## config.mk

```make
export PLATFORM = sky130hd
export DESIGN_NAME = tpc_timer
export DESIGN_NICKNAME = d
export VERILOG_FILES = /design/src/hdl/tpc_pkg.sv /design/src/hdl/tpc_clk_if.sv /design/src/hdl/tpc_clock_gen.sv /design/src/hdl/tpc_timer.sv
export SDC_FILE = /design/constraint.sdc
export NUM_CORES = 1
export LEC_CHECK = 0
export ABC_CLOCK_PERIOD_IN_PS = 3400
export BUFFER_PORTS_ARGS = -buffer_cell sky130_fd_sc_hd__clkbuf_2
export CORE_ASPECT_RATIO = 1.5
export CORE_UTILIZATION = 63
export DETAILED_ROUTE_END_ITERATION = 10
export PLACE_DENSITY = 0.86
export SETUP_SLACK_MARGIN = 0.3
export SLEW_MARGIN = 20
export SYNTH_ARGS = -nofsm -noshare
export SYNTH_HDL_FRONTEND = slang
export SYNTH_SLANG_ARGS = --single-unit
```

## constraint.sdc

```tcl
create_clock -name mclk -period 3.4 [get_ports mclk]
set_input_delay 0.34 -clock mclk [delete_from_list [all_inputs] [get_ports mclk]]
set_output_delay 0.34 -clock mclk [all_outputs]
set_load 0.02 [all_outputs]
```

## src/hdl/tpc_pkg.sv

```systemverilog
/*
 * Shared constants and types of the timer/PWM counter block.
 * Assumes an 8-bit register port and byte-wide registers.
 */
`default_nettype none

package tpc_pkg;

	// ----------------------------------------------------------------
	// Register offsets
	// ----------------------------------------------------------------
	localparam logic [7:0] OFS_STATUS_CONTROL = 8'h00;
	localparam logic [7:0] OFS_COUNTER_HI = 8'h01;
	localparam logic [7:0] OFS_COUNTER_LO = 8'h02;
	localparam logic [7:0] OFS_MODULO_HI = 8'h03;
	localparam logic [7:0] OFS_MODULO_LO = 8'h04;
	localparam logic [7:0] OFS_CHAN_BASE = 8'h05;
	localparam logic [7:0] OFS_CHAN_STRIDE = 8'h03;
	localparam logic [7:0] OFS_CHAN_VAL_HI = 8'h01;
	localparam logic [7:0] OFS_CHAN_VAL_LO = 8'h02;

	// ----------------------------------------------------------------
	// Field positions of the status/control registers
	// ----------------------------------------------------------------
	localparam int FLAG_BIT = 7;
	localparam int IRQ_EN_BIT = 6;
	localparam int CENTER_BIT = 5;
	localparam int CLKS_HI = 4;
	localparam int CLKS_LO = 3;
	localparam int PS_HI = 2;
	localparam int PS_LO = 0;
	localparam int CH_MS_HI = 5;
	localparam int CH_MS_LO = 4;
	localparam int CH_ELS_HI = 3;
	localparam int CH_ELS_LO = 2;

	// ----------------------------------------------------------------
	// Values
	// ----------------------------------------------------------------
	localparam logic [15:0] COUNT_ZERO = 16'h0000;
	localparam logic [15:0] COUNT_ONE = 16'h0001;
	localparam logic [15:0] MODULO_FULL = 16'hffff;
	localparam logic [15:0] MODULO_RESET = 16'h0000;
	localparam logic [7:0] BYTE_ZERO = 8'h00;
	localparam logic [6:0] PRESCALE_ZERO = 7'h00;

	typedef enum logic [1:0] {
		CLKS_OFF = 2'b00,
		CLKS_BUS = 2'b01,
		CLKS_FIXED = 2'b10,
		CLKS_EXT = 2'b11
	} tpc_clks_type;

	typedef enum logic [1:0] {
		ELS_NONE = 2'b00,
		ELS_A = 2'b01,
		ELS_B = 2'b10,
		ELS_AB = 2'b11
	} tpc_els_type;

	localparam logic [1:0] MS_CAPTURE = 2'b00;
	localparam logic [1:0] MS_COMPARE = 2'b01;

endpackage

`default_nettype wire

```

## src/hdl/tpc_clk_if.sv

```systemverilog
/*
 * Link between the counter control and the clock generator.
 * Assumes both ends run on the same bus clock.
 */
`default_nettype none

interface tpc_clk_if;
	import tpc_pkg::*;
	tpc_clks_type clock_source_select;
	logic [2:0] prescale_select;
	logic tick;

	modport ctrl (output clock_source_select, output prescale_select, input tick);
	modport gen (input clock_source_select, input prescale_select, output tick);
endinterface

`default_nettype wire

```

## src/hdl/tpc_clock_gen.sv

```systemverilog
/*
 * Clock source selection, synchronisers and power-of-two prescaler.
 * Assumes the pin clocks are far slower than mclk and asynchronous to it.
 */
`default_nettype none

module tpc_clock_gen
	import tpc_pkg::*;
(
	input wire logic mclk,
	input wire logic nrst,
	input wire logic external_timer_clock,
	input wire logic fixed_system_clock,
	tpc_clk_if.gen clk_bus
);

	// ----------------------------------------------------------------
	// Synchronisers
	// ----------------------------------------------------------------
	logic ext_s1_q, ext_s2_q, ext_s3_q;
	logic fix_s1_q, fix_s2_q, fix_s3_q;
	logic [6:0] pre_q;
	logic tick_q;

	always_ff @(posedge mclk or negedge nrst) begin
		if (!nrst) begin
			ext_s1_q <= 1'b0;
			ext_s2_q <= 1'b0;
			ext_s3_q <= 1'b0;
			fix_s1_q <= 1'b0;
			fix_s2_q <= 1'b0;
			fix_s3_q <= 1'b0;
		end else begin
			ext_s1_q <= external_timer_clock;
			ext_s2_q <= ext_s1_q;
			ext_s3_q <= ext_s2_q;
			fix_s1_q <= fixed_system_clock;
			fix_s2_q <= fix_s1_q;
			fix_s3_q <= fix_s2_q;
		end
	end

	// ----------------------------------------------------------------
	// Source selection and prescaler
	// ----------------------------------------------------------------
	wire logic ext_rise = ext_s2_q & ~ext_s3_q;
	wire logic fix_rise = fix_s2_q & ~fix_s3_q;
	wire logic src_off = (clk_bus.clock_source_select == CLKS_OFF);
	wire logic src_tick = (clk_bus.clock_source_select == CLKS_BUS) ||
		((clk_bus.clock_source_select == CLKS_FIXED) && fix_rise) ||
		((clk_bus.clock_source_select == CLKS_EXT) && ext_rise);
	wire logic [6:0] pre_mask = 7'((8'h01 << clk_bus.prescale_select) - 8'h01);
	wire logic tick_d = src_tick && ((pre_q & pre_mask) == pre_mask);

	always_ff @(posedge mclk or negedge nrst) begin
		if (!nrst) begin
			pre_q <= PRESCALE_ZERO;
			tick_q <= 1'b0;
		end else begin
			pre_q <= src_off ? PRESCALE_ZERO : (src_tick ? pre_q + 7'h01 : pre_q);
			tick_q <= tick_d;
		end
	end

	assign clk_bus.tick = tick_q;

endmodule

`default_nettype wire

```

## src/hdl/tpc_timer.sv

```systemverilog
/*
 * Timer/PWM counter core with its channels and register port.
 * Assumes a one-cycle strobe register master and the port pin logic
 * outside, which takes pin_out and pin_oe_n as the pad drive.
 */
// Design decisions made here: the address map and the address-and-strobe port.
`default_nettype none

module tpc_timer
	import tpc_pkg::*;
#(
	parameter int NUM_CH = 2
) (
	input wire logic mclk,
	input wire logic nrst,
	input wire logic [7:0] addr,
	input wire logic [7:0] wdata,
	input wire logic wr,
	input wire logic rd,
	output logic [7:0] rdata,
	input wire logic external_timer_clock,
	input wire logic fixed_system_clock,
	input wire logic [NUM_CH-1:0] chan_pin_in,
	input wire logic [NUM_CH-1:0] port_data,
	input wire logic [NUM_CH-1:0] port_dir,
	input wire logic [NUM_CH-1:0] port_pullup,
	output logic [NUM_CH-1:0] chan_pin_out,
	output logic [NUM_CH-1:0] chan_pin_oe_n,
	output logic [NUM_CH-1:0] chan_pullup_en,
	output logic ovf_irq,
	output logic [NUM_CH-1:0] chan_irq
);

	// ----------------------------------------------------------------
	// Module control state
	// ----------------------------------------------------------------
	tpc_clk_if clk_bus ();

	logic overflow_flag_q, ovf_arm_q, overflow_irq_enable_q, center_aligned_select_q;
	tpc_clks_type clks_q;
	logic [2:0] ps_q;
	logic [15:0] cnt_q, cnt_d, mod_q;
	logic dir_up_q, dir_up_d, ovf_ev, ovf_irq_q;
	logic [7:0] rdata_q, rd_d;
	logic [7:0] ch_rd [NUM_CH];

	tpc_clock_gen u_clock_gen (
		.mclk(mclk),
		.nrst(nrst),
		.external_timer_clock(external_timer_clock),
		.fixed_system_clock(fixed_system_clock),
		.clk_bus(clk_bus)
	);

	assign clk_bus.clock_source_select = clks_q;
	assign clk_bus.prescale_select = ps_q;

	// ----------------------------------------------------------------
	// Address decode
	// ----------------------------------------------------------------
	wire logic sel_sc = (addr == OFS_STATUS_CONTROL);
	wire logic sel_cnt = (addr == OFS_COUNTER_HI) || (addr == OFS_COUNTER_LO);
	wire logic wr_sc = wr && sel_sc;
	wire logic rd_sc = rd && sel_sc;
	// any counter byte write clears it
	wire logic cnt_wr = wr && sel_cnt;
	wire logic tick = clk_bus.tick;

	// ----------------------------------------------------------------
	// Counter
	// ----------------------------------------------------------------
	// zero modulo counts full range
	wire logic [15:0] mod_eff = (mod_q == MODULO_RESET) ? MODULO_FULL : mod_q;
	wire logic at_mod = (cnt_q == mod_eff);

	always_comb begin
		cnt_d = cnt_q;
		dir_up_d = dir_up_q;
		ovf_ev = 1'b0;
		if (cnt_wr) begin
			cnt_d = COUNT_ZERO;
			dir_up_d = 1'b1;
		end else if (tick) begin
			if (!center_aligned_select_q) begin
				cnt_d = at_mod ? COUNT_ZERO : cnt_q + COUNT_ONE;
				ovf_ev = at_mod;
			end else if (dir_up_q) begin
				if (at_mod) begin
					cnt_d = cnt_q - COUNT_ONE;
					dir_up_d = 1'b0;
					ovf_ev = 1'b1;
				end else begin
					cnt_d = cnt_q + COUNT_ONE;
				end
			end else if (cnt_q == COUNT_ZERO) begin
				cnt_d = cnt_q + COUNT_ONE;
				dir_up_d = 1'b1;
			end else begin
				cnt_d = cnt_q - COUNT_ONE;
			end
		end
	end

	always_ff @(posedge mclk or negedge nrst) begin
		if (!nrst) begin
			cnt_q <= COUNT_ZERO;
			dir_up_q <= 1'b1;
		end else begin
			cnt_q <= cnt_d;
			dir_up_q <= dir_up_d;
		end
	end

	// ----------------------------------------------------------------
	// Status/control and modulo registers
	// ----------------------------------------------------------------
	// flag clear sequence, set wins
	wire logic ovf_clr = wr_sc && !wdata[FLAG_BIT] && ovf_arm_q;

	always_ff @(posedge mclk or negedge nrst) begin
		if (!nrst) begin
			overflow_flag_q <= 1'b0;
			ovf_arm_q <= 1'b0;
			overflow_irq_enable_q <= 1'b0;
			center_aligned_select_q <= 1'b0;
			clks_q <= CLKS_OFF;
			ps_q <= 3'h0;
			mod_q <= MODULO_RESET;
			ovf_irq_q <= 1'b0;
		end else begin
			overflow_flag_q <= ovf_ev || (overflow_flag_q && !ovf_clr);
			ovf_arm_q <= !ovf_ev && !wr_sc && (ovf_arm_q || (rd_sc && overflow_flag_q));
			if (wr_sc) begin
				overflow_irq_enable_q <= wdata[IRQ_EN_BIT];
				center_aligned_select_q <= wdata[CENTER_BIT];
				clks_q <= tpc_clks_type'(wdata[CLKS_HI:CLKS_LO]);
				ps_q <= wdata[PS_HI:PS_LO];
			end
			if (wr && addr == OFS_MODULO_HI) begin
				mod_q[15:8] <= wdata;
			end
			if (wr && addr == OFS_MODULO_LO) begin
				mod_q[7:0] <= wdata;
			end
			ovf_irq_q <= overflow_flag_q && overflow_irq_enable_q;
		end
	end

	// ----------------------------------------------------------------
	// Channels
	// ----------------------------------------------------------------
	// independent channel configuration
	for (genvar n = 0; n < NUM_CH; n++) begin : g_ch
		localparam logic [7:0] A_SC = 8'(OFS_CHAN_BASE + 8'(n) * OFS_CHAN_STRIDE);
		localparam logic [7:0] A_VH = 8'(A_SC + OFS_CHAN_VAL_HI);
		localparam logic [7:0] A_VL = 8'(A_SC + OFS_CHAN_VAL_LO);

		logic flag_q, arm_q, ie_q, out_q, out_d, irq_q;
		logic [1:0] ms_q;
		tpc_els_type els_q;
		logic [15:0] val_q, act_q;
		logic s1_q, s2_q, s3_q, pin_out_q, pin_oe_n_q, pull_q;

		wire logic c_sel_sc = (addr == A_SC);
		wire logic c_wr_sc = wr && c_sel_sc;
		wire logic capture = !center_aligned_select_q && (ms_q == MS_CAPTURE);
		wire logic compare = !center_aligned_select_q && (ms_q == MS_COMPARE);
		wire logic epwm = !center_aligned_select_q && ms_q[1];
		wire logic pwm = epwm || center_aligned_select_q;
		wire logic low_true = els_q[0];
		// pin needed only when edge/level bits are set
		// pin left to port data and direction when bits are 0:0
		wire logic owned = (els_q != ELS_NONE);
		wire logic rise = s2_q && !s3_q;
		wire logic fall = !s2_q && s3_q;
		// capture on rising, falling or any edge
		wire logic cap_ev = capture && (((els_q == ELS_A) && rise) ||
			((els_q == ELS_B) && fall) || ((els_q == ELS_AB) && (rise || fall)));
		wire logic match_ev = tick && !capture && (cnt_q == (pwm ? act_q : val_q));
		wire logic ch_ev = cap_ev || match_ev;
		wire logic ch_clr = c_wr_sc && !wdata[FLAG_BIT] && arm_q;

		always_comb begin
			out_d = out_q;
			if (compare && match_ev) begin
				if (els_q == ELS_A) begin
					out_d = !out_q;
				end else if (els_q == ELS_B) begin
					out_d = 1'b0;
				end else if (els_q == ELS_AB) begin
					out_d = 1'b1;
				end
			end else if (epwm && ovf_ev) begin
				out_d = !low_true;
			end else if (epwm && match_ev) begin
				out_d = low_true;
			end else if (center_aligned_select_q) begin
				out_d = (cnt_q < act_q) ^ low_true;
			end
		end

		always_ff @(posedge mclk or negedge nrst) begin
			if (!nrst) begin
				s1_q <= 1'b0;
				s2_q <= 1'b0;
				s3_q <= 1'b0;
			end else begin
				s1_q <= chan_pin_in[n];
				s2_q <= s1_q;
				s3_q <= s2_q;
			end
		end

		always_ff @(posedge mclk or negedge nrst) begin
			if (!nrst) begin
				flag_q <= 1'b0;
				arm_q <= 1'b0;
				ie_q <= 1'b0;
				ms_q <= MS_CAPTURE;
				els_q <= ELS_NONE;
				val_q <= COUNT_ZERO;
				act_q <= COUNT_ZERO;
				out_q <= 1'b0;
				irq_q <= 1'b0;
			end else begin
				flag_q <= ch_ev || (flag_q && !ch_clr);
				arm_q <= !ch_ev && !c_wr_sc && (arm_q || (rd && c_sel_sc && flag_q));
				if (c_wr_sc) begin
					ie_q <= wdata[IRQ_EN_BIT];
					ms_q <= wdata[CH_MS_HI:CH_MS_LO];
					els_q <= tpc_els_type'(wdata[CH_ELS_HI:CH_ELS_LO]);
				end
				if (cap_ev) begin
					val_q <= cnt_q;
				end else if (wr && addr == A_VH) begin
					val_q[15:8] <= wdata;
				end else if (wr && addr == A_VL) begin
					val_q[7:0] <= wdata;
				end
				// Duty value buffered until overflow in PWM modes
				if (!pwm || ovf_ev) begin
					act_q <= val_q;
				end
				out_q <= out_d;
				irq_q <= flag_q && ie_q;
			end
		end

		// pins start as inputs with pullups off
		// owned pins ignore port data and direction
		always_ff @(posedge mclk or negedge nrst) begin
			if (!nrst) begin
				pin_out_q <= 1'b0;
				pin_oe_n_q <= 1'b1;
				pull_q <= 1'b0;
			end else begin
				pin_out_q <= owned ? out_q : port_data[n];
				pin_oe_n_q <= owned ? capture : !port_dir[n];
				pull_q <= port_pullup[n] && owned && capture;
			end
		end

		assign ch_rd[n] = c_sel_sc ? {flag_q, ie_q, ms_q, els_q, 2'b00} :
			(addr == A_VH) ? val_q[15:8] :
			(addr == A_VL) ? val_q[7:0] : BYTE_ZERO;
		assign chan_pin_out[n] = pin_out_q;
		assign chan_pin_oe_n[n] = pin_oe_n_q;
		assign chan_pullup_en[n] = pull_q;
		assign chan_irq[n] = irq_q;
	end

	// ----------------------------------------------------------------
	// Read data
	// ----------------------------------------------------------------
	always_comb begin
		rd_d = BYTE_ZERO;
		if (sel_sc) begin
			rd_d = {overflow_flag_q, overflow_irq_enable_q, center_aligned_select_q, clks_q, ps_q};
		end else if (addr == OFS_COUNTER_HI) begin
			rd_d = cnt_q[15:8];
		end else if (addr == OFS_COUNTER_LO) begin
			rd_d = cnt_q[7:0];
		end else if (addr == OFS_MODULO_HI) begin
			rd_d = mod_q[15:8];
		end else if (addr == OFS_MODULO_LO) begin
			rd_d = mod_q[7:0];
		end
		for (int i = 0; i < NUM_CH; i++) begin
			rd_d = rd_d | ch_rd[i];
		end
	end

	always_ff @(posedge mclk or negedge nrst) begin
		if (!nrst) begin
			rdata_q <= BYTE_ZERO;
		end else begin
			rdata_q <= rd ? rd_d : BYTE_ZERO;
		end
	end

	assign rdata = rdata_q;
	assign ovf_irq = ovf_irq_q;

endmodule

`default_nettype wire

```

==> metrics <==
critical path class=flop to flop; Unique masters post-synth=77; Fin. Hold Viols=0; leak pwr=roughly 5.2 nW; max-slew violations=0; status=complete, no violations; per-cell routed wire length=24.1 um; Synth Warn #=0; die width=between 100 and 150 um; DR DRC count=0; Sw Share=between 30% and 40%; #FFs+latches synth=159; Reg2Reg Capture Point=g_ch[0].out_q$_DFFE_PN0P_; Seq pwr share=just under 40%; CTS root buf=clkbuf_16; final net count=roughly 1200; Post-Syn Instances=roughly 1100; Hold Crit Start=chan_pin_in[1]; met1 Usage GRT=a little under half; HPWL Detailed=23100 um; Die Area=16700 sq um; R2R Setup Slk=between 0.3 and 0.4 ns; largest net degree at the start of global routing=71; Initial Util=64.7%; top cells by area, synth=dfrtp_1 (38%), mux2i_1 (5.9%), o21ai_0 (5.2%), ha_1 (5.2%), mux2_2 (4.5%); CP endpoint kind=flop; Critical Path AT=about 3.4 ns; vias in the first global route=~9000; Yosys top cell area share=between 30% and 40%; Vias/cell=6.86; CTS Buffer Depth=2; asr flop ratio synth=100%; num rows=56; internal power=about 0.0043 W; Syn Nets=~1200; Max-Cap Viols=0; n_diodes=0; clk sinks=approximately 160; worst-skew pair later-pin latency=0.44 ns; clk slew on worst S/H paths=~0.07 ns; routability cong.=0.999; routed vias=between 9000 and 10000; IO buf count=46; GRT met2 Usage=roughly 65%; data required time of the worst path=about 3.8 ns; CTS tree=yes; power density over cell area=about 580 nW/um^2; skew final=0.00729 ns; Layout area overhead=13.6%; ANT nets after route=0; drt total wl=32500 um; cell area after synthesis=approximately 10000 sq um; Hold EP=g_ch[1].s1_q$_DFF_PN0_; core area=approximately 16000 sq um; power share of the combinational group=between 30% and 40%; initial DRC count=880; Tcrit/Tclk final=between 80% and 90%; Post-synth EDFFs=0; first-pass GRT wire length=a little under 50000 um; commonest non-fill, non-tap cell in the layout=dfrtp_1; most used flip-flop cell after synthesis=dfrtp_1; num ports=47; Setup crit start kind=flop; Max Clk Rate=around 330 MHz; Die Span Y=about 160 um; sequential share of the synthesized area=between 30% and 40%; worst r2r path cells=9; cell accounting for the most synthesized area=dfrtp_1; CP max FO=5; 1st-pass router iterations=6; Final min period=roughly 3.0 ns; routing usage on met3=about 6.8%; clock network fraction of total power=between 20 and 30%; antenna violations before repair=0; share of post-route cells with drive strength above 1=21.1%; Min Hold Slack=between 0.004 and 0.005 ns; worst hold stages=1; TritonCTS Buffers=17; Setup Total Neg Slack=0 ns; Worst IR Drop VDD=around 490 uV; total grt overflow=0; htree depth=4; Max-slew headroom=between 30% and 40%; Final setup viols=0; most frequent cells in the layout=dfrtp_1 (152), nand2_1 (117), o21ai_0 (106); average size of a mapped cell=around 9.4 sq um; GRT busiest layer=met2; Worst Max-Slew Pin Slew=between 0.9 and 1 ns; HP Class=input port to flop; GR Util All Layers=about two fifths; RR Startpoint=cnt_q[14]$_DFFE_PN0P_; Worst Setup SP=cnt_q[14]$_DFFE_PN0P_; RSZ-0062 raised after global routing=yes; total net switching power=around 0.0024 W
cell type report:
cell class	count	area, sq um
multi-input cells	782	5770
fillers	1172	4170
flip-flops and latches	159	3990
repair buffers	115	766
clock buffers	17	425
well taps	203	254
inverters	59	221
clock inverters	14	170
per-stage QoR:
step | util [%] | cell area (sq um) | worst slack (ns) | total power (W) | cells
final | 73.5 | 11600 | 0.395 | 0.00670 | 1349
after global placement | 68.0 | 10700 | 0.251 | 0.00454 | 1304
after CTS | 71.9 | 11300 | 0.278 | 0.00657 | 1336
after detailed placement | 68.0 | 10700 | 0.194 | 0.00460 | 1304
after global routing | 73.5 | 11600 | 0.238 | 0.00700 | 1349
after floorplan | - | 10200 | 0.451 | 0.00396 | 1086
metal layers:
layer  wire length, um  part of all wire (%)  vias to the layer above
met5                 0                     0                        -
met2             15500                    48                      575
li1                  -                     -                     4016
met1             11500                    35                     4450
met4              2910                   9.0                        0
met3              2600                   8.0                      215
repair_timing:
action,4_1_cts,5_1_grt
setup buffers,0,9
pin swaps,0,14
endpoints found under the setup margin,6,46
endpoints found under the hold margin,66,0
gates resized for setup,5,42
hold buffers,1,0
gates cloned,0,4
worst max-delay path, stage by stage, from the launching register on:
cell	delay (ns)
dfrtp_1	0.69
inv_1	0.33
o31ai_1	0.14
o221ai_1	0.14
or4_1	0.59
nor3_4	0.28
a21boi_0	0.26
o32a_1	0.25
o32ai_1	0.11
a21oi_1	0.14
cell families after synthesis:
family	synth area share [%]
simple gates	16.0
compound gates	16.4
flops	39.0
buf+inv	6.11
mux	12.6
xor+xnor	4.72
fa+ha+maj	5.15
registers in the layout, indices dropped and copies added, names as in the netlist, 3 cells and up:
signal / flops
g_ch.act_q: 32
mod_q: 16
g_ch.ms_q: 4
clk_bus.prescale_select: 3
u_clock_gen.pre_q: 7
rdata: 8
g_ch.els_q: 4
cnt_q: 16
g_ch.val_q: 32
synth_stat cells (4+ instances only):
| cell type | count |
|---|---|
| o221ai_1 | 7 |
| and3_1 | 14 |
| o21ai_0 | 107 |
| nand2b_1 | 10 |
| inv_1 | 59 |
| o211ai_1 | 8 |
| nand3_1 | 33 |
| xnor2_1 | 38 |
| a211o_1 | 4 |
| a22oi_1 | 8 |
| nor4_2 | 4 |
| nor3b_1 | 4 |
| and4_1 | 4 |
| a21o_1 | 10 |
| o22ai_1 | 4 |
| mux4_2 | 10 |
| buf_4 | 11 |
| mux2_2 | 41 |
| clkbuf_1 | 50 |
| xor2_1 | 17 |
| nor2b_1 | 12 |
| buf_2 | 16 |
| nand4_1 | 16 |
| nor2_1 | 38 |
| a41oi_1 | 19 |
| nor4_1 | 17 |
| or3_1 | 5 |
| a221oi_1 | 5 |
| buf_1 | 5 |
| nand2_1 | 118 |
| nor3_1 | 10 |
| or4_1 | 4 |
| mux2i_1 | 60 |
| and2_1 | 6 |
| dfrtp_1 | 156 |
| a21oi_1 | 27 |
| o2111ai_1 | 4 |
| o31ai_1 | 8 |
| ha_1 | 42 |
| a211oi_1 | 9 |
| a31oi_1 | 10 |
how the worst max path moves through the flow:
stage	to	depth (start not counted)
floorplan	g_ch[1].out_q$_DFFE_PN0P_	10
global placement	g_ch[0].out_q$_DFFE_PN0P_	9
detailed placement	g_ch[1].out_q$_DFFE_PN0P_	9
CTS	g_ch[0].out_q$_DFFE_PN0P_	9
global route	g_ch[0].out_q$_DFFE_PN0P_	10
finish	g_ch[0].out_q$_DFFE_PN0P_	9
power groups by stage:
stage | sequential [W] | clock (W) | combinational (W)
6_report | 0.00265 | 0.00197 | 0.00208
3_3_place_gp | 0.00264 | 0 | 0.00190
4_1_cts | 0.00263 | 0.00198 | 0.00197
3_5_place_dp | 0.00265 | 0 | 0.00195
2_1_floorplan | 0.00247 | 0 | 0.00148
5_1_grt | 0.00267 | 0.00204 | 0.00229
(Power assumes the default switching activity.)
